[config.mk]
export PLATFORM = sky130hd
export DESIGN_NAME = pmc_power_mode_controller
export DESIGN_NICKNAME = d
export VERILOG_FILES = /design/src/pmc_pkg.sv /design/src/pmc_power_mode_controller.sv
export SDC_FILE = /design/constraint.sdc
export NUM_CORES = 1
export LEC_CHECK = 0
export CORE_ASPECT_RATIO = 1.75
export CORE_MARGIN = 8
export CORE_UTILIZATION = 60
export CTS_BUF_LIST = sky130_fd_sc_hd__clkbuf_4
export DETAILED_ROUTE_END_ITERATION = 6
export DONT_BUFFER_PORTS = 1
export HOLD_SLACK_MARGIN = 0.1
export PLACE_DENSITY = 0.78
export SLEW_MARGIN = 20
export SYNTH_ARGS = -nofsm -noshare
export SYNTH_HDL_FRONTEND = slang
export SYNTH_SLANG_ARGS = --single-unit
[constraint.sdc]
create_clock -name hclk -period 4.56 [get_ports hclk]
set_clock_uncertainty 0.15 [all_clocks]
set_input_delay 0.228 -clock hclk [delete_from_list [all_inputs] [get_ports hclk]]
set_output_delay 0.228 -clock hclk [all_outputs]
set_load 0.1 [all_outputs]
[src/pmc_pkg.sv]
// Package for the power mode controller: modes, register map, timing
package pmc_pkg;

  typedef enum logic [2:0] {
    PMC_ACTIVE,
    PMC_IDLE,
    PMC_STANDBY,
    PMC_SHUTDOWN,
    PMC_PIN_HELD,
    PMC_WAKING
  } pmc_mode_t;

  // Mode request codes written by software
  localparam logic [1:0] PMC_REQ_IDLE     = 2'h1;
  localparam logic [1:0] PMC_REQ_STANDBY  = 2'h2;
  localparam logic [1:0] PMC_REQ_SHUTDOWN = 2'h3;

  // Reset cause codes
  localparam logic [1:0] PMC_CAUSE_POR = 2'h0;
  localparam logic [1:0] PMC_CAUSE_PIN = 2'h1;
  localparam logic [1:0] PMC_CAUSE_IOW = 2'h2;

  // Register byte offsets
  localparam logic [7:0] PMC_OFS_CTRL   = 8'h00;
  localparam logic [7:0] PMC_OFS_STATUS = 8'h04;
  localparam logic [7:0] PMC_OFS_WAKEEN = 8'h08;
  localparam logic [7:0] PMC_OFS_CAUSE  = 8'h0C;
  localparam logic [7:0] PMC_OFS_CLKCFG = 8'h10;

  // Field positions
  localparam int PMC_CTRL_REQ_LSB  = 0;
  localparam int PMC_WAKE_IO_BIT   = 0;
  localparam int PMC_WAKE_RTC_BIT  = 1;
  localparam int PMC_WAKE_SC_BIT   = 2;
  localparam int PMC_CLK_SLOWX_BIT = 0;

  localparam logic [2:0]  PMC_WAKEEN_RST = 3'h7;
  localparam int          PMC_GPIO_W     = 16;
  localparam int          PMC_BOD_PERIOD = 64;

  // Wake latencies in ns, and derived clock counts
  localparam int PMC_CLK_NS       = 50;
  localparam int PMC_T_IDLE_NS    = 14000;
  localparam int PMC_T_STANDBY_NS = 151000;
  localparam int PMC_T_SHUT_NS    = 1015000;
  localparam int PMC_CYC_IDLE     = PMC_T_IDLE_NS / PMC_CLK_NS;
  localparam int PMC_CYC_STANDBY  = PMC_T_STANDBY_NS / PMC_CLK_NS;
  localparam int PMC_CYC_SHUT     = PMC_T_SHUT_NS / PMC_CLK_NS;

endpackage

[src/pmc_power_mode_controller.sv]
// Power mode sequencer with AHB-Lite register slave
//
// Register access over AHB-Lite and the register offsets are this design's own decisions.
`timescale 1ns/1ps

// Notes on behaviour
// - Active: CPU, flash, SRAM, radio, peripherals on
// - Idle gates CPU clock; interrupt returns active
// - Wake latency 14, 151, 1015 us
// - Standby keeps always-powered domain; three wakers
// - Standby wake resumes; retained peripherals kept
// - GPIO latched during standby
// - Shutdown removes all power but pin latches and power-on detector
// - Shutdown latches pins at pre-entry value
// - Shutdown pin edge wakes through reset
// - Reset cause readable in cause register
// - Shutdown keeps only pin latches and power-on detector
// - Reset pin wakes all; held means off
// - Brown-out on, duty-cycled standby, off shutdown
// - Power-on detector active in all modes
// - Crystal doubler enabled for fast clock
// - Internal slow oscillator when no crystal
// - RTC wakes in active, idle, standby
// - Sensor controller wakes only if enabled
module pmc_power_mode_controller
  import pmc_pkg::*;
#(
  parameter int CYC_STANDBY = PMC_CYC_STANDBY,
  parameter int CYC_SHUT    = PMC_CYC_SHUT
) (
  // Clock and reset
  input  wire logic                  hclk,
  input  wire logic                  hresetn,
  // AHB-Lite slave
  input  wire logic                  hsel,
  input  wire logic [7:0]            haddr,
  input  wire logic [1:0]            htrans,
  input  wire logic                  hwrite,
  input  wire logic [2:0]            hsize,
  input  wire logic [31:0]           hwdata,
  input  wire logic                  hready,
  output logic      [31:0]           hrdata,
  output logic                       hreadyout,
  output logic                       hresp,
  // Wake sources
  input  wire logic                  irq_any,
  input  wire logic                  rtc_event,
  input  wire logic                  sc_event,
  input  wire logic                  reset_pin_n,
  input  wire logic [PMC_GPIO_W-1:0] io_pin_in,
  input  wire logic [PMC_GPIO_W-1:0] io_wake_sel,
  input  wire logic [PMC_GPIO_W-1:0] io_drive_val,
  input  wire logic                  slow_crystal_fitted,
  // Domain controls
  output logic                       cpu_clk_en,
  output logic                       cpu_run,
  output logic                       flash_pwr,
  output logic                       sram_pwr,
  output logic                       radio_en,
  output logic                       periph_en,
  output logic                       always_powered_domain,
  output logic                       sc_pwr,
  output logic                       brownout_detector,
  output logic                       por_detector_en,
  output logic                       fast_crystal_osc,
  output logic                       doubler_en,
  output logic                       fast_internal_osc,
  output logic                       slow_crystal_osc,
  output logic                       slow_internal_osc,
  output logic                       rtc_en,
  output logic                       io_latch,
  output logic [PMC_GPIO_W-1:0]      io_latched_val,
  output logic                       sys_reset_req,
  output logic                       cpu_resume
);

  // ==========================================================
  // State
  typedef struct packed {
    pmc_mode_t             mode;
    pmc_mode_t             wake_from;
    logic [20:0]           cnt;
    logic [5:0]            bod_cnt;
    logic [2:0]            wake_en;
    logic                  fast_xtal;
    logic [1:0]            cause;
    logic [PMC_GPIO_W-1:0] io_hold;
    logic [PMC_GPIO_W-1:0] io_prev;
    logic                  rst_pulse;
    logic                  resume;
    logic                  dph_wr;
    logic                  dph_rd;
    logic [7:0]            dph_addr;
    logic [31:0]           rdata;
  } pmc_state_t;

  pmc_state_t s_q;
  pmc_state_t s_d;

  function automatic logic [20:0] wake_cycles(input pmc_mode_t m);
    if (m == PMC_IDLE) begin
      wake_cycles = 21'(PMC_CYC_IDLE);
    end else if (m == PMC_STANDBY) begin
      wake_cycles = 21'(CYC_STANDBY);
    end else begin
      wake_cycles = 21'(CYC_SHUT);
    end
  endfunction

  logic            ahb_take;
  logic [1:0]      req;
  logic            io_edge;
  logic            pin_held;

  assign ahb_take = hsel && hready && htrans[1];
  assign pin_held = !reset_pin_n;
  assign io_edge  = |((io_pin_in ^ s_q.io_prev) & io_wake_sel);
  assign req      = hwdata[PMC_CTRL_REQ_LSB +: 2];

  // ==========================================================
  // Next state
  always_comb begin
    s_d           = s_q;
    s_d.rst_pulse = 1'b0;
    s_d.resume    = 1'b0;
    s_d.io_prev   = io_pin_in;
    s_d.dph_wr    = ahb_take && hwrite;
    s_d.dph_rd    = ahb_take && !hwrite;
    if (ahb_take) begin
      s_d.dph_addr = haddr;
    end
    if (s_q.mode == PMC_STANDBY) begin
      s_d.bod_cnt = s_q.bod_cnt + 6'h01;
    end else begin
      s_d.bod_cnt = '0;
    end

    // Register writes land in the data phase
    if (s_q.dph_wr) begin
      if (s_q.dph_addr == PMC_OFS_CTRL && s_q.mode == PMC_ACTIVE) begin
        case (req)
          PMC_REQ_IDLE: begin
            s_d.mode = PMC_IDLE;
          end
          PMC_REQ_STANDBY: begin
            s_d.mode = PMC_STANDBY;
            s_d.io_hold = io_drive_val;
          end
          PMC_REQ_SHUTDOWN: begin
            s_d.mode = PMC_SHUTDOWN;
            s_d.io_hold = io_drive_val;
          end
          default: begin
          end
        endcase
      end else if (s_q.dph_addr == PMC_OFS_WAKEEN) begin
        s_d.wake_en = hwdata[2:0];
      end else if (s_q.dph_addr == PMC_OFS_CLKCFG) begin
        s_d.fast_xtal = hwdata[PMC_CLK_SLOWX_BIT];
      end
    end

    // Sequencer
    case (s_q.mode)
      PMC_IDLE: begin
        if (irq_any || rtc_event
            || (sc_event && s_q.wake_en[PMC_WAKE_SC_BIT])) begin
          s_d.mode      = PMC_WAKING;
          s_d.wake_from = PMC_IDLE;
          s_d.cnt       = wake_cycles(PMC_IDLE);
        end
      end
      PMC_STANDBY: begin
        if ((io_edge && s_q.wake_en[PMC_WAKE_IO_BIT])
            || (rtc_event && s_q.wake_en[PMC_WAKE_RTC_BIT])
            || (sc_event && s_q.wake_en[PMC_WAKE_SC_BIT])) begin
          s_d.mode      = PMC_WAKING;
          s_d.wake_from = PMC_STANDBY;
          s_d.cnt       = wake_cycles(PMC_STANDBY);
        end
      end
      PMC_SHUTDOWN: begin
        if (io_edge) begin
          s_d.mode      = PMC_WAKING;
          s_d.wake_from = PMC_SHUTDOWN;
          s_d.cause     = PMC_CAUSE_IOW;
          s_d.cnt       = wake_cycles(PMC_SHUTDOWN);
        end
      end
      PMC_PIN_HELD: begin
        if (!pin_held) begin
          s_d.mode      = PMC_WAKING;
          s_d.wake_from = PMC_PIN_HELD;
          s_d.cnt       = wake_cycles(PMC_PIN_HELD);
        end
      end
      PMC_WAKING: begin
        if (s_q.cnt <= 21'h00_0001) begin
          s_d.mode = PMC_ACTIVE;
          s_d.cnt  = '0;
          // Reset wake loses wake enables and clock choice; resume keeps them
          if (s_q.wake_from == PMC_SHUTDOWN
              || s_q.wake_from == PMC_PIN_HELD) begin
            s_d.rst_pulse = 1'b1;
            s_d.wake_en   = PMC_WAKEEN_RST;
            s_d.fast_xtal = 1'b0;
          end else begin
            s_d.resume = 1'b1;
          end
        end else begin
          s_d.cnt = s_q.cnt - 21'h00_0001;
        end
      end
      default: begin
      end
    endcase

    // Pin reset overrides every mode
    if (pin_held) begin
      s_d.mode  = PMC_PIN_HELD;
      s_d.cause = PMC_CAUSE_PIN;
    end

    if (s_q.dph_rd) begin
      s_d.rdata = '0;
    end
    if (ahb_take && !hwrite) begin
      if (haddr == PMC_OFS_CTRL) begin
        s_d.rdata = '0;
      end else if (haddr == PMC_OFS_STATUS) begin
        s_d.rdata = {29'h0, s_q.mode};
      end else if (haddr == PMC_OFS_WAKEEN) begin
        s_d.rdata = {29'h0, s_q.wake_en};
      end else if (haddr == PMC_OFS_CAUSE) begin
        s_d.rdata = {30'h0, s_q.cause};
      end else if (haddr == PMC_OFS_CLKCFG) begin
        s_d.rdata = {31'h0, s_q.fast_xtal};
      end else begin
        s_d.rdata = '0;
      end
    end
  end

  // ==========================================================
  // Registers
  always_ff @(posedge hclk or negedge hresetn) begin
    if (!hresetn) begin
      s_q           <= '0;
      s_q.mode      <= PMC_ACTIVE;
      s_q.wake_from <= PMC_ACTIVE;
      s_q.wake_en   <= PMC_WAKEEN_RST;
      s_q.cause     <= PMC_CAUSE_POR;
    end else begin
      s_q <= s_d;
    end
  end

  // ==========================================================
  // Domain outputs
  logic act;
  logic act_idle;
  logic warm;
  logic live;
  assign act      = s_q.mode == PMC_ACTIVE;
  assign act_idle = act || s_q.mode == PMC_IDLE;
  // Resume-type wake keeps retention supplies; dropping them loses SRAM
  assign warm     = s_q.mode == PMC_WAKING
                    && (s_q.wake_from == PMC_IDLE
                        || s_q.wake_from == PMC_STANDBY);
  assign live     = act_idle || s_q.mode == PMC_STANDBY || warm;

  assign cpu_clk_en = act;
  assign cpu_run    = act;
  assign flash_pwr  = act_idle;
  assign sram_pwr   = live;
  assign radio_en   = act_idle;
  assign periph_en  = act_idle;
  assign always_powered_domain = live;
  assign sc_pwr     = live;
  assign rtc_en     = live;
  // Standby samples brown-out one cycle in each period
  assign brownout_detector = act_idle
                             || (s_q.mode == PMC_STANDBY
                                 && s_q.bod_cnt == 6'h00);
  assign por_detector_en   = 1'b1;
  assign fast_crystal_osc  = act_idle && s_q.fast_xtal;
  assign doubler_en        = fast_crystal_osc;
  assign fast_internal_osc = act_idle && !s_q.fast_xtal;
  assign slow_crystal_osc  = live && slow_crystal_fitted;
  assign slow_internal_osc = live && !slow_crystal_fitted;
  assign io_latch = s_q.mode == PMC_STANDBY
                    || s_q.mode == PMC_SHUTDOWN;
  assign io_latched_val = s_q.io_hold;
  assign sys_reset_req  = s_q.rst_pulse || s_q.mode == PMC_PIN_HELD;
  assign cpu_resume     = s_q.resume;

  assign hrdata    = s_q.rdata;
  assign hreadyout = 1'b1;
  assign hresp     = 1'b0;

endmodule

==> impl_metrics.csv, run 1 <==
group,metric,value,unit
worst_setup_path,r2r-end,"s_q[113]",
pwr,leakagePower,2.41,nW
clock_tree,cts_buffer_depth,2,
placed_design,dp_worst_setup_slack,1.33,ns
routing,drtPass1Iterations,5,
global_routing,grt_max_degree,87,
worst_setup_path,r2r_setup_slack,1.15,ns
sta,setup-tns-final,0,ns
final_layout,drive_gt1_share,15.4,%
worst_setup_path,cp_slowest_cell,"dfrtp_1",
placed_design,io_buffers,0,
sta,setup_viol,0,
min_path,hold_depth,1,
worst_setup_path,cp.arrival,3.62,ns
synthesis,synthFlopType,"dfrtp_1",
clock_tree,cts_repair_resize_count,0,
synthesis,synth.distinct_cells,68,
clock_tree,clock_latency,0.46,ns
clock_tree,cts.sinks,86,
sta,fin_crit_sh,74.7,%
routing,wirelength,12500,µm
synthesis,synth_area_per_cell,10.2,µm²
placed_design,dp.cells,509,
worst_setup_path,r2r_cells,8,
final_layout,fin_util,69.2,%
sta,setup_slack,1.15,ns
run_status,outcome,"finished, final reports clean",
final_layout,layout_common_cells,"dfrtp_1, dlygate4sd3_1, nor2_1",
final_layout,area_growth,12.2,%
worst_setup_path,r2r_start,"s_q[114]",
global_routing,overflow,0,
worst_setup_path,cp-start-kind,"register",
worst_setup_path,timing.critical_path.mode_cell,"nor2_1",
synthesis,ys_seq_area_share,46.2,%
routing,met2_length,6760,µm
floorplan,io_pins,172,
final_layout,stdcell_count,581,
routing,drtIter0Drc,277,
floorplan,core_area,0.00757,mm²
global_routing,first_global_vias,3943,
job,drv_cap,0,
floorplan,dieArea,0.0110,mm²
worst_setup_path,crit_end,"s_q[113]",
routing,num_vias,3649,
final_layout,fin_nets,594,
routing,drtAntennaViolNets,0,
clock_tree,clk_pin_slew,0.14,ns
min_path,hold_class,"input port to register",
sta,rsz0062_at_grt,"false",
min_path,min_from,"io_pin_in[4]",
routing,via_per_inst,6.28,
synthesis,syn-cell-area,0.00467,mm²
routing,wl_met3,981,µm
placed_design,post_dp_cell_area,0.00451,mm²
global_routing,grt_pass1_wl,20200,µm
placed_design,hpwl,7740,µm
routing,post_drt_wl_per_cell,21.5,µm
worst_setup_path,worst-path-buf-inv,2,
placed_design,gp_congestion,0.807,
sta,fin_crit,3.41,ns
global_routing,grt_usage,23.7,%
floorplan,die_w,82.7,µm
synthesis,netlist_instances,458,
routing,drc,0,
worst_setup_path,slowest_delay,0.65,ns
worst_setup_path,crit_family,"simple AND/OR/NAND/NOR gates",
synthesis,async_reset_ff_share,100,%
sta,slew_headroom,22.0,%
clock_tree,cts_max_level,3,
worst_setup_path,crit_type,"register to register",
worst_setup_path,crit_required,4.77,ns
routing,top_layer,"met4",
floorplan,placement_rows,42,
clock_tree,clock_tree.root_cell,"clkbuf_4",
synthesis,synth_warnings,0,
global_routing,antenna_found_initial,1,
floorplan,fp.dieH,133,µm
worst_setup_path,end_kind,"register",
routing,wl_met1,4140,µm
final_layout,mostFrequentLayoutCell,"dfrtp_1",
sta,worst_pin_slew,1.17,ns
sta,slew_violations,0,
synthesis,synth_seq_cells,86,
clock_tree,cts_tree,"yes",
final_layout,finish.instance_area,0.00524,mm²
pwr,irDropWorstVdd,263,µV
worst_setup_path,critPathLaunch,"s_q[114]",
synthesis,synth_edf_count,0,
worst_setup_path,crit_cells,8,
clock_tree,cts_buffers,9,
worst_setup_path,crit_chain,"inv_1 -> nand2_2 -> inv_2 -> nand2b_2 -> nor2_1 -> nor2_1 -> nand2_1 -> a221oi_1",
floorplan,initial_core_util,61.7,%
sta,clock.fmax,293,MHz
worst_setup_path,critPathMaxFanout,11,
sta,final_hold_viol_count,0,
pwr,powerDensity,398,mW/mm²
-- cell usage after synthesis (all sizes together), types with 2 or more instances --
master  number  area share [%]
dfrtp       83              44
buf         70              11
nor2        37             3.1
nand2       31             2.6
mux2        26             6.3
nand3       23             2.5
xor2        19             3.6
inv         17             1.4
a21oi       16             1.7
o21ai       15             1.6
a22oi       10             1.6
a31oi       10             1.3
nor3        10             1.1
and3         6            0.96
nand2b       6            0.86
and2         5            0.70
ha           4             1.1
nand4        4            0.54
o21a         4            0.64
o22ai        4            0.54
or3          4            0.54
dfstp        3             1.7
mux2i        3            0.64
nor4         3            0.72
o211ai       3            0.48
a211o        2            0.38
a211oi       2            0.32
a21o         2            0.32
a221o        2            0.43
a22o         2            0.38
clkbuf       2            0.16
conb         2            0.16
nor2b        2            0.27
nor4b        2            0.83
o21bai       2            0.32
o311a        2            0.46
xnor2        2            0.38
-- logic make-up (layout without fill, tap and decap cells) --
| kind of cell | after synthesis | after routing | synth area share, % |
|---|---|---|---|
| AOI/OAI and AO/OA | 88 | 88 | 13.3 |
| xor gates and xnor gates | 21 | 21 | 3.94 |
| adders and majority gates | 4 | 4 | 1.07 |
| buffers and inverters | 89 | 93 | 12.5 |
| DFF | 86 | 86 | 46.2 |
| muxes | 29 | 29 | 6.91 |
| other | 2 | 33 | 0.161 |
| and+or+nand+nor | 139 | 139 | 15.9 |
-- flip-flops by register name, summed over array words and instances (netlist names) --
| signal | cells |
|---|---|
| cpu_resume | 1 |
| hrdata | 3 |
| io_latched_val | 16 |
| s_q | 66 |
-- report_power, final --
group | total [W] | switching, W | internal [W]
clock network | 0.000501 | 0.000274 | 0.000228
registers | 0.000939 | 0.000100 | 0.000839
logic | 0.000643 | 0.000451 | 0.000192
total | 0.00208 | 0.000825 | 0.00126
-- per-layer routing --
metal	up-vias	GRT usage (%)
li1	1584	-
met1	1822	23.9
met2	198	40.3
met3	45	7.53
met4	0	13.8
met5	-	0
-- worst min-delay path by stage --
stage,endpoint,slack [ns]
after floorplan,cpu_resume,-0.22
after global placement,io_latched_val[14],-0.22
after detailed placement,io_latched_val[8],-0.22
after CTS,s_q[53],0.14
after global routing,s_q[49],0.14
final,s_q[48],0.17
-- repair_timing --
item / CTS / global route
setup buffers: 0 / 0
hold buffers: 55 / 0
hold endpoints to repair: 144 / 0
-- area by class of cell --
type	instances	area, µm²
fillers	525	2330
flip-flops and latches	86	2160
multi-input cells	313	2070
repair buffers	60	676
well taps	88	110
clock inverters	6	85.1
clock buffers	10	75.1
inverters	17	66.3
diodes	1	2.50
-- per-stage QoR --
stage               hold slack [ns]  power [W]
floorplan                    -0.218    0.00146
global placement             -0.216    0.00150
global route                  0.144    0.00217
detailed placement           -0.215    0.00152
CTS                           0.144    0.00207
finish                        0.168    0.00208
Note: power is estimated with default switching activity, not from simulation.
==> run 2: changes to the inputs <==
--- a/config.mk
+++ b/config.mk
@@ -12,7 +12,7 @@
 export DETAILED_ROUTE_END_ITERATION = 6
 export DONT_BUFFER_PORTS = 1
 export HOLD_SLACK_MARGIN = 0.1
-export PLACE_DENSITY = 0.78
+export PLACE_DENSITY = 0.81
 export SLEW_MARGIN = 20
 export SYNTH_ARGS = -nofsm -noshare
 export SYNTH_HDL_FRONTEND = slang
==> constraint.sdc (replaced) <==
create_clock -name hclk -period 3.1 [get_ports hclk]
set_clock_uncertainty 0.15 [all_clocks]
set_input_delay 0.155 -clock hclk [delete_from_list [all_inputs] [get_ports hclk]]
set_output_delay 0.155 -clock hclk [all_outputs]
set_load 0.1 [all_outputs]
==> run 2 against run 1 <==
Routed wire length increased by 10%. Die area unchanged. Design area increased by 5.7%. Critical path depth decreased by 1. Largest cell class unchanged. Clock power increased by 33%.
==> impl_metrics.csv, run 2 (synthesized netlist as in run 1, its figures left out) <==
group,metric,value,unit
run_status,outcome,"finished, final reports clean",
sta,slew_headroom,34.2,%
final_layout,largest_register_ffs,66,
global_routing,grt_pass1_wl,21800,µm
routing,drtPass1Iterations,6,
routing,post_drt_wl_per_cell,22.4,µm
min_path,min_to,"s_q[37]",
clock_tree,clk_pin_slew,0.15,ns
worst_setup_path,cp.arrival,3.01,ns
floorplan,initial_core_util,61.7,%
floorplan,fp.dieH,133,µm
global_routing,first_global_vias,4246,
sta,slew_violations,0,
sta,rsz0062_at_grt,"false",
final_layout,mostFrequentLayoutCell,"dfrtp_1",
worst_setup_path,r2r_cells,7,
placed_design,gp_congestion,0.830,
clock_tree,clock_latency,0.45,ns
final_layout,drive_gt1_share,17.1,%
final_layout,largest_register,"s_q",
floorplan,dieArea,0.0110,mm²
pwr,irDropWorstVdd,444,µV
worst_setup_path,end_kind,"register",
job,drv_cap,0,
clock_tree,cts_repair_resize_count,0,
sta,fin_crit_sh,90.5,%
pwr,leakagePower,2.56,nW
min_path,hold_class,"input port to register",
worst_setup_path,r2r-end,"s_q[99]",
pwr,powerDensity,554,mW/mm²
final_layout,fin_nets,629,
placed_design,dp.cells,523,
floorplan,placement_rows,42,
worst_setup_path,r2r_start,"s_q[81]",
final_layout,n_fill_cell,464,
clock_tree,postCtsSetupBuffers,0,
final_layout,area_growth,18.6,%
worst_setup_path,cp-start-kind,"register",
global_routing,grt_max_degree,73,
worst_setup_path,crit_required,3.30,ns
worst_setup_path,critPathMaxFanout,11,
global_routing,antenna_found_initial,1,
placed_design,io_buffers,0,
min_path,min_from,"htrans[1]",
placed_design,hpwl,7910,µm
sta,setup_slack,0.295,ns
sta,fin_crit,2.80,ns
min_path,hold_depth,2,
global_routing,grt_usage,25.7,%
clock_tree,hold_buffers,73,
routing,wirelength,13800,µm
placed_design,dp_worst_setup_slack,0.721,ns
sta,clock.fmax,357,MHz
clock_tree,cts_max_level,3,
routing,num_vias,3861,
floorplan,io_pins,172,
final_layout,stdcell_count,616,
sta,worst_pin_slew,0.987,ns
sta,setup_viol,0,
clock_tree,cts_tree,"yes",
floorplan,die_w,82.7,µm
clock_tree,cts.sinks,86,
routing,drtIter0Drc,348,
final_layout,layout_common_cells,"dfrtp_1, dlygate4sd3_1, nor2_1",
sta,fin_hold_ws,0.130,ns
global_routing,overflow,0,
routing,drtAntennaViolNets,0,
clock_tree,cts_buffers,9,
worst_setup_path,crit_type,"register to register",
sta,setup-tns-final,0,ns
sta,final_hold_viol_count,0,
floorplan,core_area,0.00757,mm²
worst_setup_path,r2r_setup_slack,0.30,ns
routing,drc,0,
routing,via_per_inst,6.27,
clock_tree,cts_buffer_depth,2,
clock_tree,clock_tree.root_cell,"clkbuf_4",
-- run 2: power breakdown --
| group | internal (W) | switching [W] | leakage [nW] | total (W) |
|---|---|---|---|---|
| registers | 0.00123 | 0.000144 | 1.10 | 0.00138 |
| logic | 0.000327 | 0.000697 | 1.38 | 0.00102 |
| clock network | 0.000262 | 0.000404 | 0.0766 | 0.000666 |
-- run 2: layer usage --
layer	part of all wire (%)	track usage (%)	vias to the layer above
li1	-	-	1656
met1	32	25.3	1875
met2	54	44.0	242
met3	7.6	6.92	88
met4	7.4	17.7	0
met5	0	0	-
-- run 2: layout make-up --
type | count | area [µm²] | share of cell area (%)
inverters | 17 | 66.3 | 1.20
repair buffers | 95 | 983 | 17.8
flip-flops and latches | 86 | 2160 | 38.9
clock inverters | 6 | 70.1 | 1.27
clock buffers | 10 | 75.1 | 1.36
multi-input cells | 313 | 2070 | 37.5
well taps | 88 | 110 | 1.99
diodes | 1 | 2.50 | 0.0452
-- run 2: how the worst max path moves through the flow --
stage / startpoint / endpoint / slack, ns / cells after the start
after detailed placement: s_q[95] / s_q[108] / 0.72 / 6
after global routing: s_q[81] / s_q[99] / 0.21 / 7
final: s_q[81] / s_q[99] / 0.30 / 7
after CTS: s_q[81] / s_q[99] / 0.38 / 7
after floorplan: s_q[113] / io_latched_val[10] / 0.01 / 6
after global placement: s_q[95] / s_q[108] / 0.77 / 6
-- run 2: critical path: stages (launching register included) --
cell           delay (ns)
dfstp_2              0.60
a22oi_1              0.14
dlygate4sd3_1        0.65
nor2_1               0.18
nor2_1               0.07
buf_4                0.20
and2_1               0.28
a2111o_1             0.45
-- run 2: per-stage QoR --
step	total power [W]	instance area, µm²	utilization (%)
3_5_place_dp	0.00226	4610	60.9
4_1_cts	0.00303	5510	72.8
3_3_place_gp	0.00223	4610	60.9
5_1_grt	0.00318	5540	73.2
6_report	0.00307	5540	73.2
2_1_floorplan	0.00215	4790	-
